===== src/core/iesl_pkg.sv =====
package iesl_pkg;

   // ----------------------------------------
   // commands handed over by the interpreter
   // ----------------------------------------
   typedef enum logic [1:0] {
      IESL_OP_IGNORE_ERR,
      IESL_OP_REMOTE_EN,
      IESL_OP_STATUS
   } iesl_op_type;

   // ----------------------------------------
   // argument field positions
   // ----------------------------------------
   localparam int unsigned IESL_ARG_BOOL_BIT  = 0;
   localparam int unsigned IESL_ARG_NUM_BIT   = 0;
   localparam int unsigned IESL_ARG_SYM_BIT   = 1;
   localparam int unsigned IESL_ARG_CONT_BIT  = 2;

   // ----------------------------------------
   // condition word layout
   // ----------------------------------------
   localparam int unsigned IESL_COND_ERR_BIT  = 15;
   localparam int unsigned IESL_COND_TIME_LIMIT_HIT_BIT = 14;
   localparam int unsigned IESL_COND_END_BIT  = 13;
   localparam int unsigned IESL_COND_SRQ_BIT  = 12;
   localparam int unsigned IESL_COND_RSV_HI   = 11;
   localparam int unsigned IESL_COND_RSV_LO   = 9;
   localparam int unsigned IESL_COND_OP_DONE_FLAG_BIT = 8;
   localparam int unsigned IESL_COND_LOK_BIT  = 7;
   localparam int unsigned IESL_COND_REM_BIT  = 6;
   localparam logic [15:0] IESL_COND_RESET    = 16'h0000;
   localparam logic [15:0] IESL_COND_RSV_MASK = 16'h0E00;

   // ----------------------------------------
   // bus error codes
   // ----------------------------------------
   localparam logic [4:0] IESL_NO_BUS_FAULT        = 5'h00;
   localparam logic [4:0] IESL_NOT_IN_CHARGE_FAULT = 5'h01;
   localparam logic [4:0] IESL_NO_LISTENER_FAULT   = 5'h02;
   localparam logic [4:0] IESL_BAD_ARGUMENT_FAULT  = 5'h04;
   localparam logic [4:0] IESL_NOT_SYS_CTRL_FAULT  = 5'h05;
   localparam logic [4:0] IESL_IO_ABORT_FAULT      = 5'h06;

   // ----------------------------------------
   // serial error codes
   // ----------------------------------------
   localparam logic [2:0] IESL_NO_LINK_FAULT         = 3'h0;
   localparam logic [2:0] IESL_PARITY_FAULT          = 3'h1;
   localparam logic [2:0] IESL_OVERRUN_FAULT         = 3'h2;
   localparam logic [2:0] IESL_BUFFER_OVERFLOW_FAULT = 3'h3;
   localparam logic [2:0] IESL_FRAMING_FAULT         = 3'h4;

   // ----------------------------------------
   // reset values and report layout
   // ----------------------------------------
   localparam logic       IESL_IGNORE_RESET = 1'b1;
   localparam logic [1:0] IESL_FIELD_COND   = 2'h0;
   localparam logic [1:0] IESL_FIELD_BUS    = 2'h1;
   localparam logic [1:0] IESL_FIELD_SER    = 2'h2;
   localparam logic [1:0] IESL_FIELD_COUNT  = 2'h3;

endpackage : iesl_pkg


===== src/core/iesl_rpt_if.sv =====
`timescale 1ns/100ps
interface iesl_rpt_if;
   logic        start;
   logic        numeric;
   logic        symbolic;
   logic [15:0] cond;
   logic [4:0]  bus_err;
   logic [2:0]  ser_err;
   logic [15:0] count;
   logic        busy;

   modport ctrl (output start, numeric, symbolic, cond, bus_err, ser_err, count, input busy);
   modport seq  (input start, numeric, symbolic, cond, bus_err, ser_err, count, output busy);
endinterface : iesl_rpt_if


===== src/core/iesl_status_link.sv =====
`timescale 1ns/100ps
// What this block does
// - with errors not ignored, a message with a receive error is not executed
// - with errors not ignored, an errored string byte and all later ones are dropped
// - after reset or reinitialise, receive errors are ignored
// - ignoring errors executes everything and reports serial error code none
// - ignore-errors command with no argument returns the present setting
// - ignore-errors setting holds until rewritten, reinitialised or powered off
// - receive errors are parity, overrun, framing or buffer overflow
// - remote-enable 1 asserts the bus REN line, 0 releases it
// - remote-enable with argument when not system controller keeps REN, records fault
// - remote-enable without argument returns remote status, 1 remote 0 local
// - status fields go out numeric or symbolic as selected
// - continuous option sends the report after every processed message that ends while no report is being sent
// - status command without argument turns continuous reporting off
// - report is condition, bus error, serial error, count, each terminated
// - condition word is 16 bits, one bit per active condition
// - condition bit 15 is set on any bus or serial error
// - bits 14 timeout, 13 end, 12 service request, 11-9 reserved, 8 done
// - bits 7 lockout, 6 remote, 5 in charge, 4 ATN, 3..0 addressed states
// - bus and serial error fields each hold a single code
// - count equals bytes moved by the last read, write or command send
// - serial codes: 0 none, 1 parity, 2 overrun, 3 overflow, 4 framing
// - bus codes: 0 none, 1 not in charge, 2 no listeners, 4, 5, 6
// - first three fields update at message end, count after transfers only
// - numeric report precedes symbolic report when both are selected
module iesl_status_link
   import iesl_pkg::*;
(
   input  wire logic        CLK,
   input  wire logic        NRST,
   input  wire logic        REINIT,
   input  wire logic        CMD_VALID,
   input  wire iesl_op_type CMD_OP,
   input  wire logic        CMD_HAS_ARG,
   input  wire logic [2:0]  CMD_ARG,
   input  wire logic        MSG_END,
   input  wire logic [4:0]  MSG_BUS_ERR,
   input  wire logic        XFER_DONE,
   input  wire logic [15:0] XFER_COUNT,
   input  wire logic        RX_VALID,
   input  wire logic        RX_IN_STRING,
   input  wire logic        RX_PARITY_ERR,
   input  wire logic        RX_OVERRUN_ERR,
   input  wire logic        RX_FRAMING_ERR,
   input  wire logic        RX_OVERFLOW_ERR,
   input  wire logic        SYS_CTRL,
   input  wire logic [14:0] COND_FLAGS,
   input  wire logic        ITEM_READY,
   output logic             BYTE_VALID,
   output logic             BYTE_KEEP,
   output logic             EXEC_VALID,
   output logic             EXEC_ALLOW,
   output logic             REPLY_VALID,
   output logic [15:0]      REPLY_VALUE,
   output logic             REN_OUT,
   output logic             REN_OE_N,
   output logic [15:0]      COND_WORD,
   output logic [4:0]       BUS_ERR_CODE,
   output logic [2:0]       SER_ERR_CODE,
   output logic [15:0]      XFER_TOTAL,
   output logic             ITEM_VALID,
   output logic             ITEM_SYM,
   output logic [1:0]       ITEM_FIELD,
   output logic [15:0]      ITEM_VALUE
);

   // ----------------------------------------
   // state
   // ----------------------------------------
   logic        ignore_r;
   logic        ren_oe_n_r;
   logic [2:0]  msg_ser_r;
   logic        drop_r;
   logic [4:0]  msg_bus_r;
   logic        cont_r;
   logic        num_r;
   logic        sym_r;
   logic        stat_req_r;
   logic [15:0] cond_r;
   logic [4:0]  bus_r;
   logic [2:0]  ser_r;
   logic [15:0] count_r;
   logic        byte_valid_r;
   logic        byte_keep_r;
   logic        exec_valid_r;
   logic        exec_allow_r;
   logic        reply_valid_r;
   logic [15:0] reply_value_r;
   logic        item_valid_q;
   logic        item_sym_q;
   logic [1:0]  item_field_q;
   logic [15:0] item_value_q;

   // ----------------------------------------
   // decode
   // ----------------------------------------
   logic        do_ign_set;
   logic        do_ign_query;
   logic        do_ren_set;
   logic        do_ren_query;
   logic        ren_refused;
   logic        do_stat_set;
   logic        do_stat_off;
   logic        rx_err_any;
   logic [2:0]  rx_err_code;
   logic        byte_drop;
   logic [2:0]  ser_nxt;
   logic [4:0]  bus_nxt;
   logic [15:0] cond_nxt;
   logic        report_go;
   logic        rep_numeric;
   logic        rep_symbolic;
   logic        seq_item_valid;
   logic        seq_item_sym;
   logic [1:0]  seq_item_field;
   logic [15:0] seq_item_value;
   logic        item_ready_int;

   assign do_ign_set   = CMD_VALID && CMD_OP == IESL_OP_IGNORE_ERR && CMD_HAS_ARG;
   assign do_ign_query = CMD_VALID && CMD_OP == IESL_OP_IGNORE_ERR && !CMD_HAS_ARG;
   assign do_ren_set   = CMD_VALID && CMD_OP == IESL_OP_REMOTE_EN && CMD_HAS_ARG && SYS_CTRL;
   assign ren_refused  = CMD_VALID && CMD_OP == IESL_OP_REMOTE_EN && CMD_HAS_ARG && !SYS_CTRL;
   assign do_ren_query = CMD_VALID && CMD_OP == IESL_OP_REMOTE_EN && !CMD_HAS_ARG;
   assign do_stat_set  = CMD_VALID && CMD_OP == IESL_OP_STATUS && CMD_HAS_ARG;
   assign do_stat_off  = CMD_VALID && CMD_OP == IESL_OP_STATUS && !CMD_HAS_ARG;

   // one code per receive error, fixed priority when several fire together
   assign rx_err_any  = RX_VALID && (RX_PARITY_ERR || RX_OVERRUN_ERR ||
                                     RX_FRAMING_ERR || RX_OVERFLOW_ERR);
   assign rx_err_code = RX_PARITY_ERR   ? IESL_PARITY_FAULT :
                        RX_OVERRUN_ERR  ? IESL_OVERRUN_FAULT :
                        RX_OVERFLOW_ERR ? IESL_BUFFER_OVERFLOW_FAULT :
                        RX_FRAMING_ERR  ? IESL_FRAMING_FAULT : IESL_NO_LINK_FAULT;

   // drop from the errored byte to the end of the string
   assign byte_drop = !ignore_r && RX_IN_STRING && (drop_r || rx_err_any);

   // serial code is none while errors are ignored; an error on the closing byte still counts
   assign ser_nxt  = ignore_r ? IESL_NO_LINK_FAULT :
                     (rx_err_any && msg_ser_r == IESL_NO_LINK_FAULT) ? rx_err_code :
                     msg_ser_r;
   // a local refusal wins over whatever the other functions report
   assign bus_nxt  = (msg_bus_r != IESL_NO_BUS_FAULT) ? msg_bus_r :
                     ren_refused ? IESL_NOT_SYS_CTRL_FAULT : MSG_BUS_ERR;
   assign cond_nxt = {(bus_nxt != IESL_NO_BUS_FAULT) || (ser_nxt != IESL_NO_LINK_FAULT),
                      COND_FLAGS} & ~IESL_COND_RSV_MASK;

   // continuous mode reports current values; a one-shot request reports stored ones
   assign report_go    = MSG_END && (cont_r || stat_req_r);
   assign rep_numeric  = num_r;
   assign rep_symbolic = sym_r;

   // ----------------------------------------
   // report sequencer
   // ----------------------------------------
   iesl_rpt_if rpt ();

   assign rpt.start    = report_go;
   assign rpt.numeric  = rep_numeric;
   assign rpt.symbolic = rep_symbolic;
   assign rpt.cond     = cont_r ? cond_nxt : cond_r;
   assign rpt.bus_err  = cont_r ? bus_nxt : bus_r;
   assign rpt.ser_err  = cont_r ? ser_nxt : ser_r;
   assign rpt.count    = (cont_r && XFER_DONE) ? XFER_COUNT : count_r;

   // registered output stage; the sequencer only moves when the stage is free
   assign item_ready_int = !item_valid_q || ITEM_READY;

   iesl_report_seq u_seq (
      .clk        (CLK),
      .nrst       (NRST),
      .rpt        (rpt),
      .item_ready (item_ready_int),
      .item_valid (seq_item_valid),
      .item_sym   (seq_item_sym),
      .item_field (seq_item_field),
      .item_value (seq_item_value)
   );

   // ----------------------------------------
   // settings
   // ----------------------------------------
   always_ff @(posedge CLK) begin
      if (!NRST || REINIT) begin
         ignore_r <= IESL_IGNORE_RESET;
      end else if (do_ign_set) begin
         ignore_r <= CMD_ARG[IESL_ARG_BOOL_BIT];
      end
   end

   always_ff @(posedge CLK) begin
      if (!NRST || REINIT) begin
         ren_oe_n_r <= 1'b1;
      end else if (do_ren_set) begin
         ren_oe_n_r <= !CMD_ARG[IESL_ARG_BOOL_BIT];
      end
   end

   always_ff @(posedge CLK) begin
      if (!NRST || REINIT) begin
         cont_r <= 1'b0;
         num_r  <= 1'b0;
         sym_r  <= 1'b0;
      end else if (do_stat_set) begin
         cont_r <= CMD_ARG[IESL_ARG_CONT_BIT];
         num_r  <= CMD_ARG[IESL_ARG_NUM_BIT];
         sym_r  <= CMD_ARG[IESL_ARG_SYM_BIT];
      end else if (do_stat_off) begin
         cont_r <= 1'b0;
      end
   end

   // ----------------------------------------
   // per-message tracking
   // ----------------------------------------
   always_ff @(posedge CLK) begin
      if (!NRST || REINIT) begin
         msg_ser_r  <= IESL_NO_LINK_FAULT;
         drop_r     <= 1'b0;
         msg_bus_r  <= IESL_NO_BUS_FAULT;
         stat_req_r <= 1'b0;
      end else if (MSG_END) begin
         msg_ser_r  <= IESL_NO_LINK_FAULT;
         drop_r     <= 1'b0;
         msg_bus_r  <= IESL_NO_BUS_FAULT;
         stat_req_r <= 1'b0;
      end else begin
         if (rx_err_any && msg_ser_r == IESL_NO_LINK_FAULT) begin
            msg_ser_r <= rx_err_code;
         end
         if (RX_VALID) begin
            drop_r <= byte_drop;
         end
         if (ren_refused) begin
            msg_bus_r <= IESL_NOT_SYS_CTRL_FAULT;
         end
         if (do_stat_set) begin
            stat_req_r <= 1'b1;
         end
      end
   end

   // ----------------------------------------
   // status fields
   // ----------------------------------------
   always_ff @(posedge CLK) begin
      if (!NRST || REINIT) begin
         cond_r <= IESL_COND_RESET;
         bus_r  <= IESL_NO_BUS_FAULT;
         ser_r  <= IESL_NO_LINK_FAULT;
      end else if (MSG_END) begin
         cond_r <= cond_nxt;
         bus_r  <= bus_nxt;
         ser_r  <= ser_nxt;
      end
   end

   always_ff @(posedge CLK) begin
      if (!NRST || REINIT) begin
         count_r <= 16'h0000;
      end else if (XFER_DONE) begin
         count_r <= XFER_COUNT;
      end
   end

   // ----------------------------------------
   // pulses and answers
   // ----------------------------------------
   always_ff @(posedge CLK) begin
      if (!NRST) begin
         byte_valid_r  <= 1'b0;
         byte_keep_r   <= 1'b0;
         exec_valid_r  <= 1'b0;
         exec_allow_r  <= 1'b0;
         reply_valid_r <= 1'b0;
         reply_value_r <= 16'h0000;
      end else begin
         byte_valid_r  <= RX_VALID;
         byte_keep_r   <= RX_VALID && !byte_drop;
         exec_valid_r  <= MSG_END;
         exec_allow_r  <= MSG_END && (ser_nxt == IESL_NO_LINK_FAULT);
         reply_valid_r <= do_ign_query || do_ren_query;
         if (do_ign_query) begin
            reply_value_r <= {15'h0000, ignore_r};
         end else if (do_ren_query) begin
            reply_value_r <= {15'h0000, COND_FLAGS[IESL_COND_REM_BIT]};
         end
      end
   end

   always_ff @(posedge CLK) begin
      if (!NRST) begin
         item_valid_q <= 1'b0;
         item_sym_q   <= 1'b0;
         item_field_q <= IESL_FIELD_COND;
         item_value_q <= 16'h0000;
      end else if (item_ready_int) begin
         item_valid_q <= seq_item_valid;
         item_sym_q   <= seq_item_sym;
         item_field_q <= seq_item_field;
         item_value_q <= seq_item_value;
      end
   end

   // REN is active low and open drain: the pin is pulled low while enabled
   assign REN_OUT      = 1'b0;
   assign REN_OE_N     = ren_oe_n_r;
   assign BYTE_VALID   = byte_valid_r;
   assign BYTE_KEEP    = byte_keep_r;
   assign EXEC_VALID   = exec_valid_r;
   assign EXEC_ALLOW   = exec_allow_r;
   assign REPLY_VALID  = reply_valid_r;
   assign REPLY_VALUE  = reply_value_r;
   assign COND_WORD    = cond_r;
   assign BUS_ERR_CODE = bus_r;
   assign SER_ERR_CODE = ser_r;
   assign XFER_TOTAL   = count_r;
   assign ITEM_VALID   = item_valid_q;
   assign ITEM_SYM     = item_sym_q;
   assign ITEM_FIELD   = item_field_q;
   assign ITEM_VALUE   = item_value_q;
endmodule : iesl_status_link


===== src/core/iesl_report_seq.sv =====
`timescale 1ns/100ps
module iesl_report_seq
   import iesl_pkg::*;
(
   input  wire logic  clk,
   input  wire logic  nrst,
   iesl_rpt_if.seq    rpt,
   input  wire logic  item_ready,
   output logic       item_valid,
   output logic       item_sym,
   output logic [1:0] item_field,
   output logic [15:0] item_value
);

   typedef enum logic [1:0] {IESL_RS_IDLE, IESL_RS_SEND} iesl_rs_type;

   iesl_rs_type state_r;
   logic        sym_r;
   logic        two_pass_r;
   logic [1:0]  field_r;
   logic [15:0] cond_r;
   logic [4:0]  bus_r;
   logic [2:0]  ser_r;
   logic [15:0] count_r;
   logic [15:0] value_sel;
   logic        last_field;
   logic        taken;

   assign taken      = item_valid && item_ready;
   assign last_field = (field_r == IESL_FIELD_COUNT);
   // fields leave in fixed order: condition, bus error, serial error, count
   assign value_sel  = (field_r == IESL_FIELD_COND) ? cond_r :
                       (field_r == IESL_FIELD_BUS)  ? {11'h000, bus_r} :
                       (field_r == IESL_FIELD_SER)  ? {13'h0000, ser_r} : count_r;
   assign item_value = value_sel;
   assign item_field = field_r;
   assign item_sym   = sym_r;
   assign item_valid = (state_r == IESL_RS_SEND);
   assign rpt.busy   = (state_r == IESL_RS_SEND);

   always_ff @(posedge clk) begin
      if (!nrst) begin
         state_r    <= IESL_RS_IDLE;
         sym_r      <= 1'b0;
         two_pass_r <= 1'b0;
         field_r    <= IESL_FIELD_COND;
         cond_r     <= IESL_COND_RESET;
         bus_r      <= IESL_NO_BUS_FAULT;
         ser_r      <= IESL_NO_LINK_FAULT;
         count_r    <= 16'h0000;
      end else begin
         unique case (state_r)
            IESL_RS_IDLE: begin
               if (rpt.start && (rpt.numeric || rpt.symbolic)) begin
                  state_r    <= IESL_RS_SEND;
                  // numeric pass goes first when both are asked for
                  sym_r      <= !rpt.numeric;
                  two_pass_r <= rpt.numeric && rpt.symbolic;
                  field_r    <= IESL_FIELD_COND;
                  cond_r     <= rpt.cond;
                  bus_r      <= rpt.bus_err;
                  ser_r      <= rpt.ser_err;
                  count_r    <= rpt.count;
               end
            end
            IESL_RS_SEND: begin
               if (taken) begin
                  field_r <= field_r + 2'h1;
                  if (last_field && two_pass_r) begin
                     two_pass_r <= 1'b0;
                     sym_r      <= 1'b1;
                  end else if (last_field) begin
                     state_r <= IESL_RS_IDLE;
                  end
               end
            end
         endcase
      end
   end
endmodule : iesl_report_seq


===== config.mk =====
export PLATFORM = sky130hd
export DESIGN_NAME = iesl_status_link
export DESIGN_NICKNAME = d
export VERILOG_FILES = /design/src/core/iesl_pkg.sv /design/src/core/iesl_rpt_if.sv /design/src/core/iesl_status_link.sv /design/src/core/iesl_report_seq.sv
export SDC_FILE = /design/constraint.sdc
export NUM_CORES = 1
export LEC_CHECK = 0
export BUFFER_PORTS_ARGS = -buffer_cell sky130_fd_sc_hd__buf_2
export CORE_ASPECT_RATIO = 0.9
export CORE_UTILIZATION = 47
export CTS_CLUSTER_DIAMETER = 40
export CTS_CLUSTER_SIZE = 10
export DETAILED_ROUTE_END_ITERATION = 8
export GPL_ROUTABILITY_DRIVEN = 0
export PLACE_DENSITY = 0.76
export SLEW_MARGIN = 20
export SYNTH_ARGS = -nofsm -noshare
export SYNTH_HDL_FRONTEND = slang
export SYNTH_SLANG_ARGS = --single-unit

===== constraint.sdc =====
create_clock -name CLK -period 1.58 [get_ports CLK]
set_input_delay 0.316 -clock CLK [delete_from_list [all_inputs] [get_ports CLK]]
set_output_delay 0.316 -clock CLK [all_outputs]
set_load 0.01 [all_outputs]

Word-level counts from Yosys, hierarchy flattened
Index checks and enable logic that the tools add are counted.
{"block": "word_totals", "ff_bits": 120}
{"block": "op_classes", "n_addsub": 1, "n_eq_ne": 11, "reduce_logical": 56, "n_mux": 35}
{"cell": "$mux W16", "n": 5}
{"cell": "$logic_and A1 B1 Y1", "n": 23}
{"cell": "$mux W3", "n": 7}
{"cell": "$mux W5", "n": 3}
{"cell": "$mux W2", "n": 6}
{"cell": "$logic_or A1 B1 Y1", "n": 10}
{"cell": "$mux W1", "n": 10}
{"cell": "$reduce_bool A5 Y1", "n": 2}
{"cell": "$logic_not A1 Y1", "n": 8}
{"cell": "$ne A2 B1 Y1 const B", "n": 4}
{"cell": "$pmux W2 S2", "n": 2}
{"cell": "$eq A2 B1 Y1 const B", "n": 3}
{"cell": "$eq A2 B2 Y1 const B", "n": 3}
{"cell": "$logic_not A2 Y1", "n": 3}
{"cell": "$logic_not A3 Y1", "n": 2}
{"cell": "$pmux W1 S2", "n": 2}
{"cell": "$reduce_and A2 Y1", "n": 2}
{"cell": "$reduce_and A4 Y1", "n": 1}
{"cell": "$reduce_bool A2 Y1", "n": 2}
{"cell": "$reduce_and A3 Y1", "n": 1}
{"cell": "$reduce_bool A3 Y1", "n": 1}
{"cell": "$add A2 B1 Y2 const B", "n": 1}
{"cell": "$ne A2 B2 Y1 const B", "n": 1}
{"cell": "$reduce_or A2 Y1", "n": 1}

Longest topological paths before layout
{"block": "depth", "depth_word": 10, "mapped_depth": 7}

Modules after synthesis
From an unflattened synthesis, not the netlist that was laid out.
{"block": "unflattened", "hier_cells": 597, "area_unflattened_um2": 5327.6}
{"module": "iesl_status_link", "n_inst": 1, "seq_area_each_um2": 1481.4, "area_per_inst_um2": 3264.4, "cells_per_inst": 345}
{"module": "iesl_report_seq", "n_inst": 1, "seq_area_each_um2": 900.9, "area_per_inst_um2": 2063.2, "cells_per_inst": 252}

Worst setup path after synthesis
No wires, ideal clock.
{"block": "synth_path", "path_type": "register to register", "from": "reg u_seq.field_r[0], in the netlist u_seq.item_field[0]", "to": "reg item_value_q[4], in the netlist ITEM_VALUE[4]", "period_less_slack_ns": 1.578, "slack_ns": 0.002, "t_required_ns": 1.506, "stages_incl_launch_ff": 8, "t_arrival_ns": 1.504, "path_cell_list": "dfxtp_1 > inv_1 > ha_1 > buf_6 > or3b_2 > a21oi_1 > a21oi_1 > o21ai_0"}
{"block": "synth_via", "elab_chain_cells": 4, "elab_cells_between_ends": 6}
{"element": "start: declaration", "line": "iesl_report_seq.sv:20", "source": "logic [1:0] field_r;"}
{"element": "start signal: assignment", "line": "iesl_report_seq.sv:68", "source": "field_r <= field_r + 2'h1;"}
{"element": "$eq A2 B2 Y1", "line": "iesl_report_seq.sv:34", "source": "(field_r == IESL_FIELD_SER) ? {13'h0000, ser_r} : count_r;"}
{"element": "$mux W16", "line": "iesl_report_seq.sv:34"}
{"element": "$mux W16", "line": "iesl_report_seq.sv:33", "source": "(field_r == IESL_FIELD_BUS) ? {11'h000, bus_r} :"}
{"element": "$mux W16 (*)", "line": "iesl_report_seq.sv:32", "source": "assign value_sel = (field_r == IESL_FIELD_COND) ? cond_r :"}
{"element": "end signal: assignment", "line": "iesl_status_link.sv:302", "source": "item_value_q <= seq_item_value;"}
{"element": "end: declaration", "line": "iesl_status_link.sv:93", "source": "logic [15:0] item_value_q;"}
Every way passes the cells marked *; elsewhere a longest branch is shown, timed or not.
A chain may end at the register's enable or synchronous reset.

Worst setup path in the final report
{"block": "layout_path", "from": "reg u_seq.field_r[1], in the netlist u_seq.item_field[1]", "to": "reg item_value_q[4], in the netlist ITEM_VALUE[4]"}
Same word-level chain as after synthesis.

==> summary.md <==
| Metric | Value |
|---|---|
| Outcome | finished, final reports clean |
| HPWL after detailed placement | ~9.4 mm |
| Drt wl/cell | approximately 16 µm |
| TritonCTS clock tree | yes |
| Worst Path Required | ~1.9 ns |
| CTS HTree Levels | 4 |
| CTS Root Cell | clkbuf_16 |
| Ys async rst share | 0% |
| Pre-antenna DRT Iters | 4 |
| Cell Rows | 35 |
| Critical Path Start Type | flip-flop |
| Avg Cell Area, Syn | slightly above 9 µm² |
| Final nets | 720 |
| Dominant synthesized flop cell | dfxtp_1 |
| Tot Pwr | 7.637 mW |
| Post-detailed-routing wire length | around 13 mm |
| Diode count | 0 |
| Cell area power density | 1202 nW/µm² |
| Total GRT Usage | 23.63% |
| Initial Utilization | 48.53% |
| Worst Path Max Fanout | 4 |
| DR vias | about 4400 |
| Port Buffer Count | 116 |
| Vias per cell | 5.469 |
| TritonCTS buffer count | 17 |
| Endpoint class of the critical path | flip-flop |
| Post-synth EDFFs | 0 |
| Core box area | ~10000 µm² |
| Max cap viols | 0 |
| Final Hold Fails | 0 |
| Fillers | 861 |
| Flops & latches, synth | about 120 |
| Final ANT Viol Nets | 0 |
| F_max | approximately 0.66 GHz |
| Placed Cells incl. Taps | just under 800 |
| Storage cell area | approximately 2300 µm² |
| Die height | roughly 100 µm |
| Syn Inst Count | around 540 |
| Initial antenna violation count | 0 |
| Minimum clock period | roughly 1.5 ns |
| GR Overflow Total | 0 |
| Largest net degree at the start of global routing | 40 |
| Final setup fails | 0 |
| Worst IR Drop VDD | just under 0.6 mV |
| Worst Setup Path Type | reg2reg |
| Synth cell types | 56 |
| IO Pins | approximately 140 |
| Area Growth Syn to Fin | 27.72% |
| LEAKAGE | around 2.6 nW |
| Post-synthesis sequential area ratio | a little under half |
| DRC Markers | 0 |
| Worst skew pair latency | about 0.4 ns |
| Mapped cell area | between 4000 and 5000 µm² |
| First-pass GRT wire length | around 21 mm |
| # hold bufs at CTS | 0 |
| Die X | around 110 µm |
| RSZ-0062 raised after global routing | yes |
| Initial DRC Count | about 320 |
| Final period util | a little over nine tenths |
| Slew Viols, Final | 0 |
| Multi-input gate area | between 2000 and 2500 µm² |
| YS warnings | 0 |
| Vias in the first global route | roughly 4200 |
| WP data arrival | roughly 1.9 ns |
| Share of cells above drive strength 1 | approximately 29% |
| Die area | roughly 11000 µm² |
| Clock Skews | 0.009921 ns |
| Reg clk slew, reported paths | roughly 0.050 ns |
| Non-Filler Instances | roughly 800 |
| # clock sinks | around 120 |
| CTS max path bufs | 2 |
| HP Class | in2reg |
where the power goes:
part / internal, mW / leakage, nW / switching, mW / total, mW
Sequential: 2.97 / 0.940 / 0.0289 / 3.00
Clock: 2.96 / 0.323 / 1.29 / 4.25
Combinational: 0.157 / 1.38 / 0.235 / 0.393
final cells by class:
class | instances | area share (%)
Sequential cell | 116 | 36.60
Inverter | 11 | 0.6500
Multi-Input combinational cell | 372 | 36.81
Tap cell | 129 | 2.541
Timing Repair Buffer | 142 | 13.00
Clock inverter | 9 | 2.718
Clock buffer | 23 | 7.682
placed cells by master (no fill, tap or decap), types with 4 or more instances in the layout:
| master | instances |
|---|---|
| clkbuf_16 | 17 |
| nor3_1 | 10 |
| bufinv_16 | 5 |
| nand3_1 | 32 |
| o21ai_1 | 4 |
| o21ai_0 | 15 |
| a311oi_2 | 6 |
| nand2b_1 | 9 |
| a311oi_1 | 10 |
| buf_4 | 22 |
| buf_12 | 4 |
| nor2_1 | 72 |
| clkbuf_8 | 4 |
| a21oi_1 | 21 |
| a31oi_1 | 4 |
| a22o_1 | 12 |
| a221oi_1 | 9 |
| conb_1 | 19 |
| dfxtp_1 | 114 |
| buf_2 | 116 |
| nand2_1 | 46 |
| a211oi_1 | 13 |
| nand4b_1 | 5 |
| inv_1 | 11 |
| mux2i_1 | 35 |
| nor2b_1 | 6 |
critical path: stages, from the launching register on:
cell and delay (ns):
dfxtp_2 0.34, inv_1 0.06, ha_1 0.22, or3b_2 0.50
a21oi_2 0.14, a21oi_1 0.05, o21ai_0 0.14
Yosys cell counts, drive strengths merged, types with 4 or more instances:
cell    count  area share [%]
nand4b      5            0.88
nor2b       6            0.75
nor2       73             5.6
buf        48             6.3
dfxtp     116              47
a21oi      23             2.4
nor3       10             1.0
ha          4             1.0
nand2      46             3.5
a31oi       4            0.50
o21ai      19             1.9
clkbuf     12            0.91
a311oi     16             3.4
nand2b      9             1.1
a221oi      9             1.6
nand3      32             3.2
a211oi     13             2.0
a22o       12             2.1
mux2i      35             7.0
inv        11            0.83
worst paths after layout:
kind / slack, ns / cells after the start / end / startpoint
setup / recovery: 0.07 / 6 / ITEM_VALUE[4]$_SDFFE_PN0P_ / u_seq.item_field[1]$_SDFFE_PN0P_
setup reg to reg: 0.07 / 6 / ITEM_VALUE[4]$_SDFFE_PN0P_ / u_seq.item_field[1]$_SDFFE_PN0P_
hold reg to reg: 0.45 / 2 / ITEM_FIELD[0]$_SDFFE_PN0P_ / ITEM_FIELD[0]$_SDFFE_PN0P_
hold / removal: 0.14 / 2 / COND_WORD[0]$_SDFFE_PP0P_ / COND_FLAGS[0]
through the flow:
stage                     setup slack [ns]  area (µm²)  util (%)  setup TNS (ns)  hold slack, ns
after floorplan                   0.001737        5041         -               0          0.4278
after global placement             0.04520        5677     55.40               0          0.4431
after detailed placement           0.01641        5677     55.40               0          0.4424
after CTS                          0.03242        6339     61.86               0          0.1299
after global routing              -0.02958        6352     61.99        -0.03958          0.1252
final                              0.06690        6352     61.99               0          0.1358
kinds of logic (layout without fill, tap and decap cells):
logic type	Yosys count	in the layout	share of synthesized area (%)
buffers and inverters	71	185	8.000
DFF	116	116	46.69
muxes	36	36	7.271
adders and majority gates	4	4	1.006
and+or+nand+nor	197	197	18.82
AOI/OAI and AO/OA	116	116	18.14
other	1	19	0.07540
layer usage:
metal	global-route usage, %	share of wire [%]	wire length (µm)
met4	7.487	1.7	214
met3	6.947	6.2	799
met2	37.41	47	6028
met5	0	0	0
met1	31.08	46	5891
sequential cells by signal, indices dropped and copies added (netlist names), 2 cells and up:
name / flops
u_seq.item_field: 2
XFER_TOTAL: 16
ITEM_VALUE: 16
ITEM_FIELD: 2
BUS_ERR_CODE: 5
u_seq.cond_r: 13
u_seq.bus_r: 5
COND_WORD: 13
u_seq.ser_r: 3
SER_ERR_CODE: 3
u_seq.count_r: 16
msg_ser_r: 3
repair_timing:
action	in CTS	in global routing
setup endpoints to repair	1	4
pin swaps	0	0
setup buffers	0	0
resized for setup	1	6
Power figures use the tool's default switching activity.
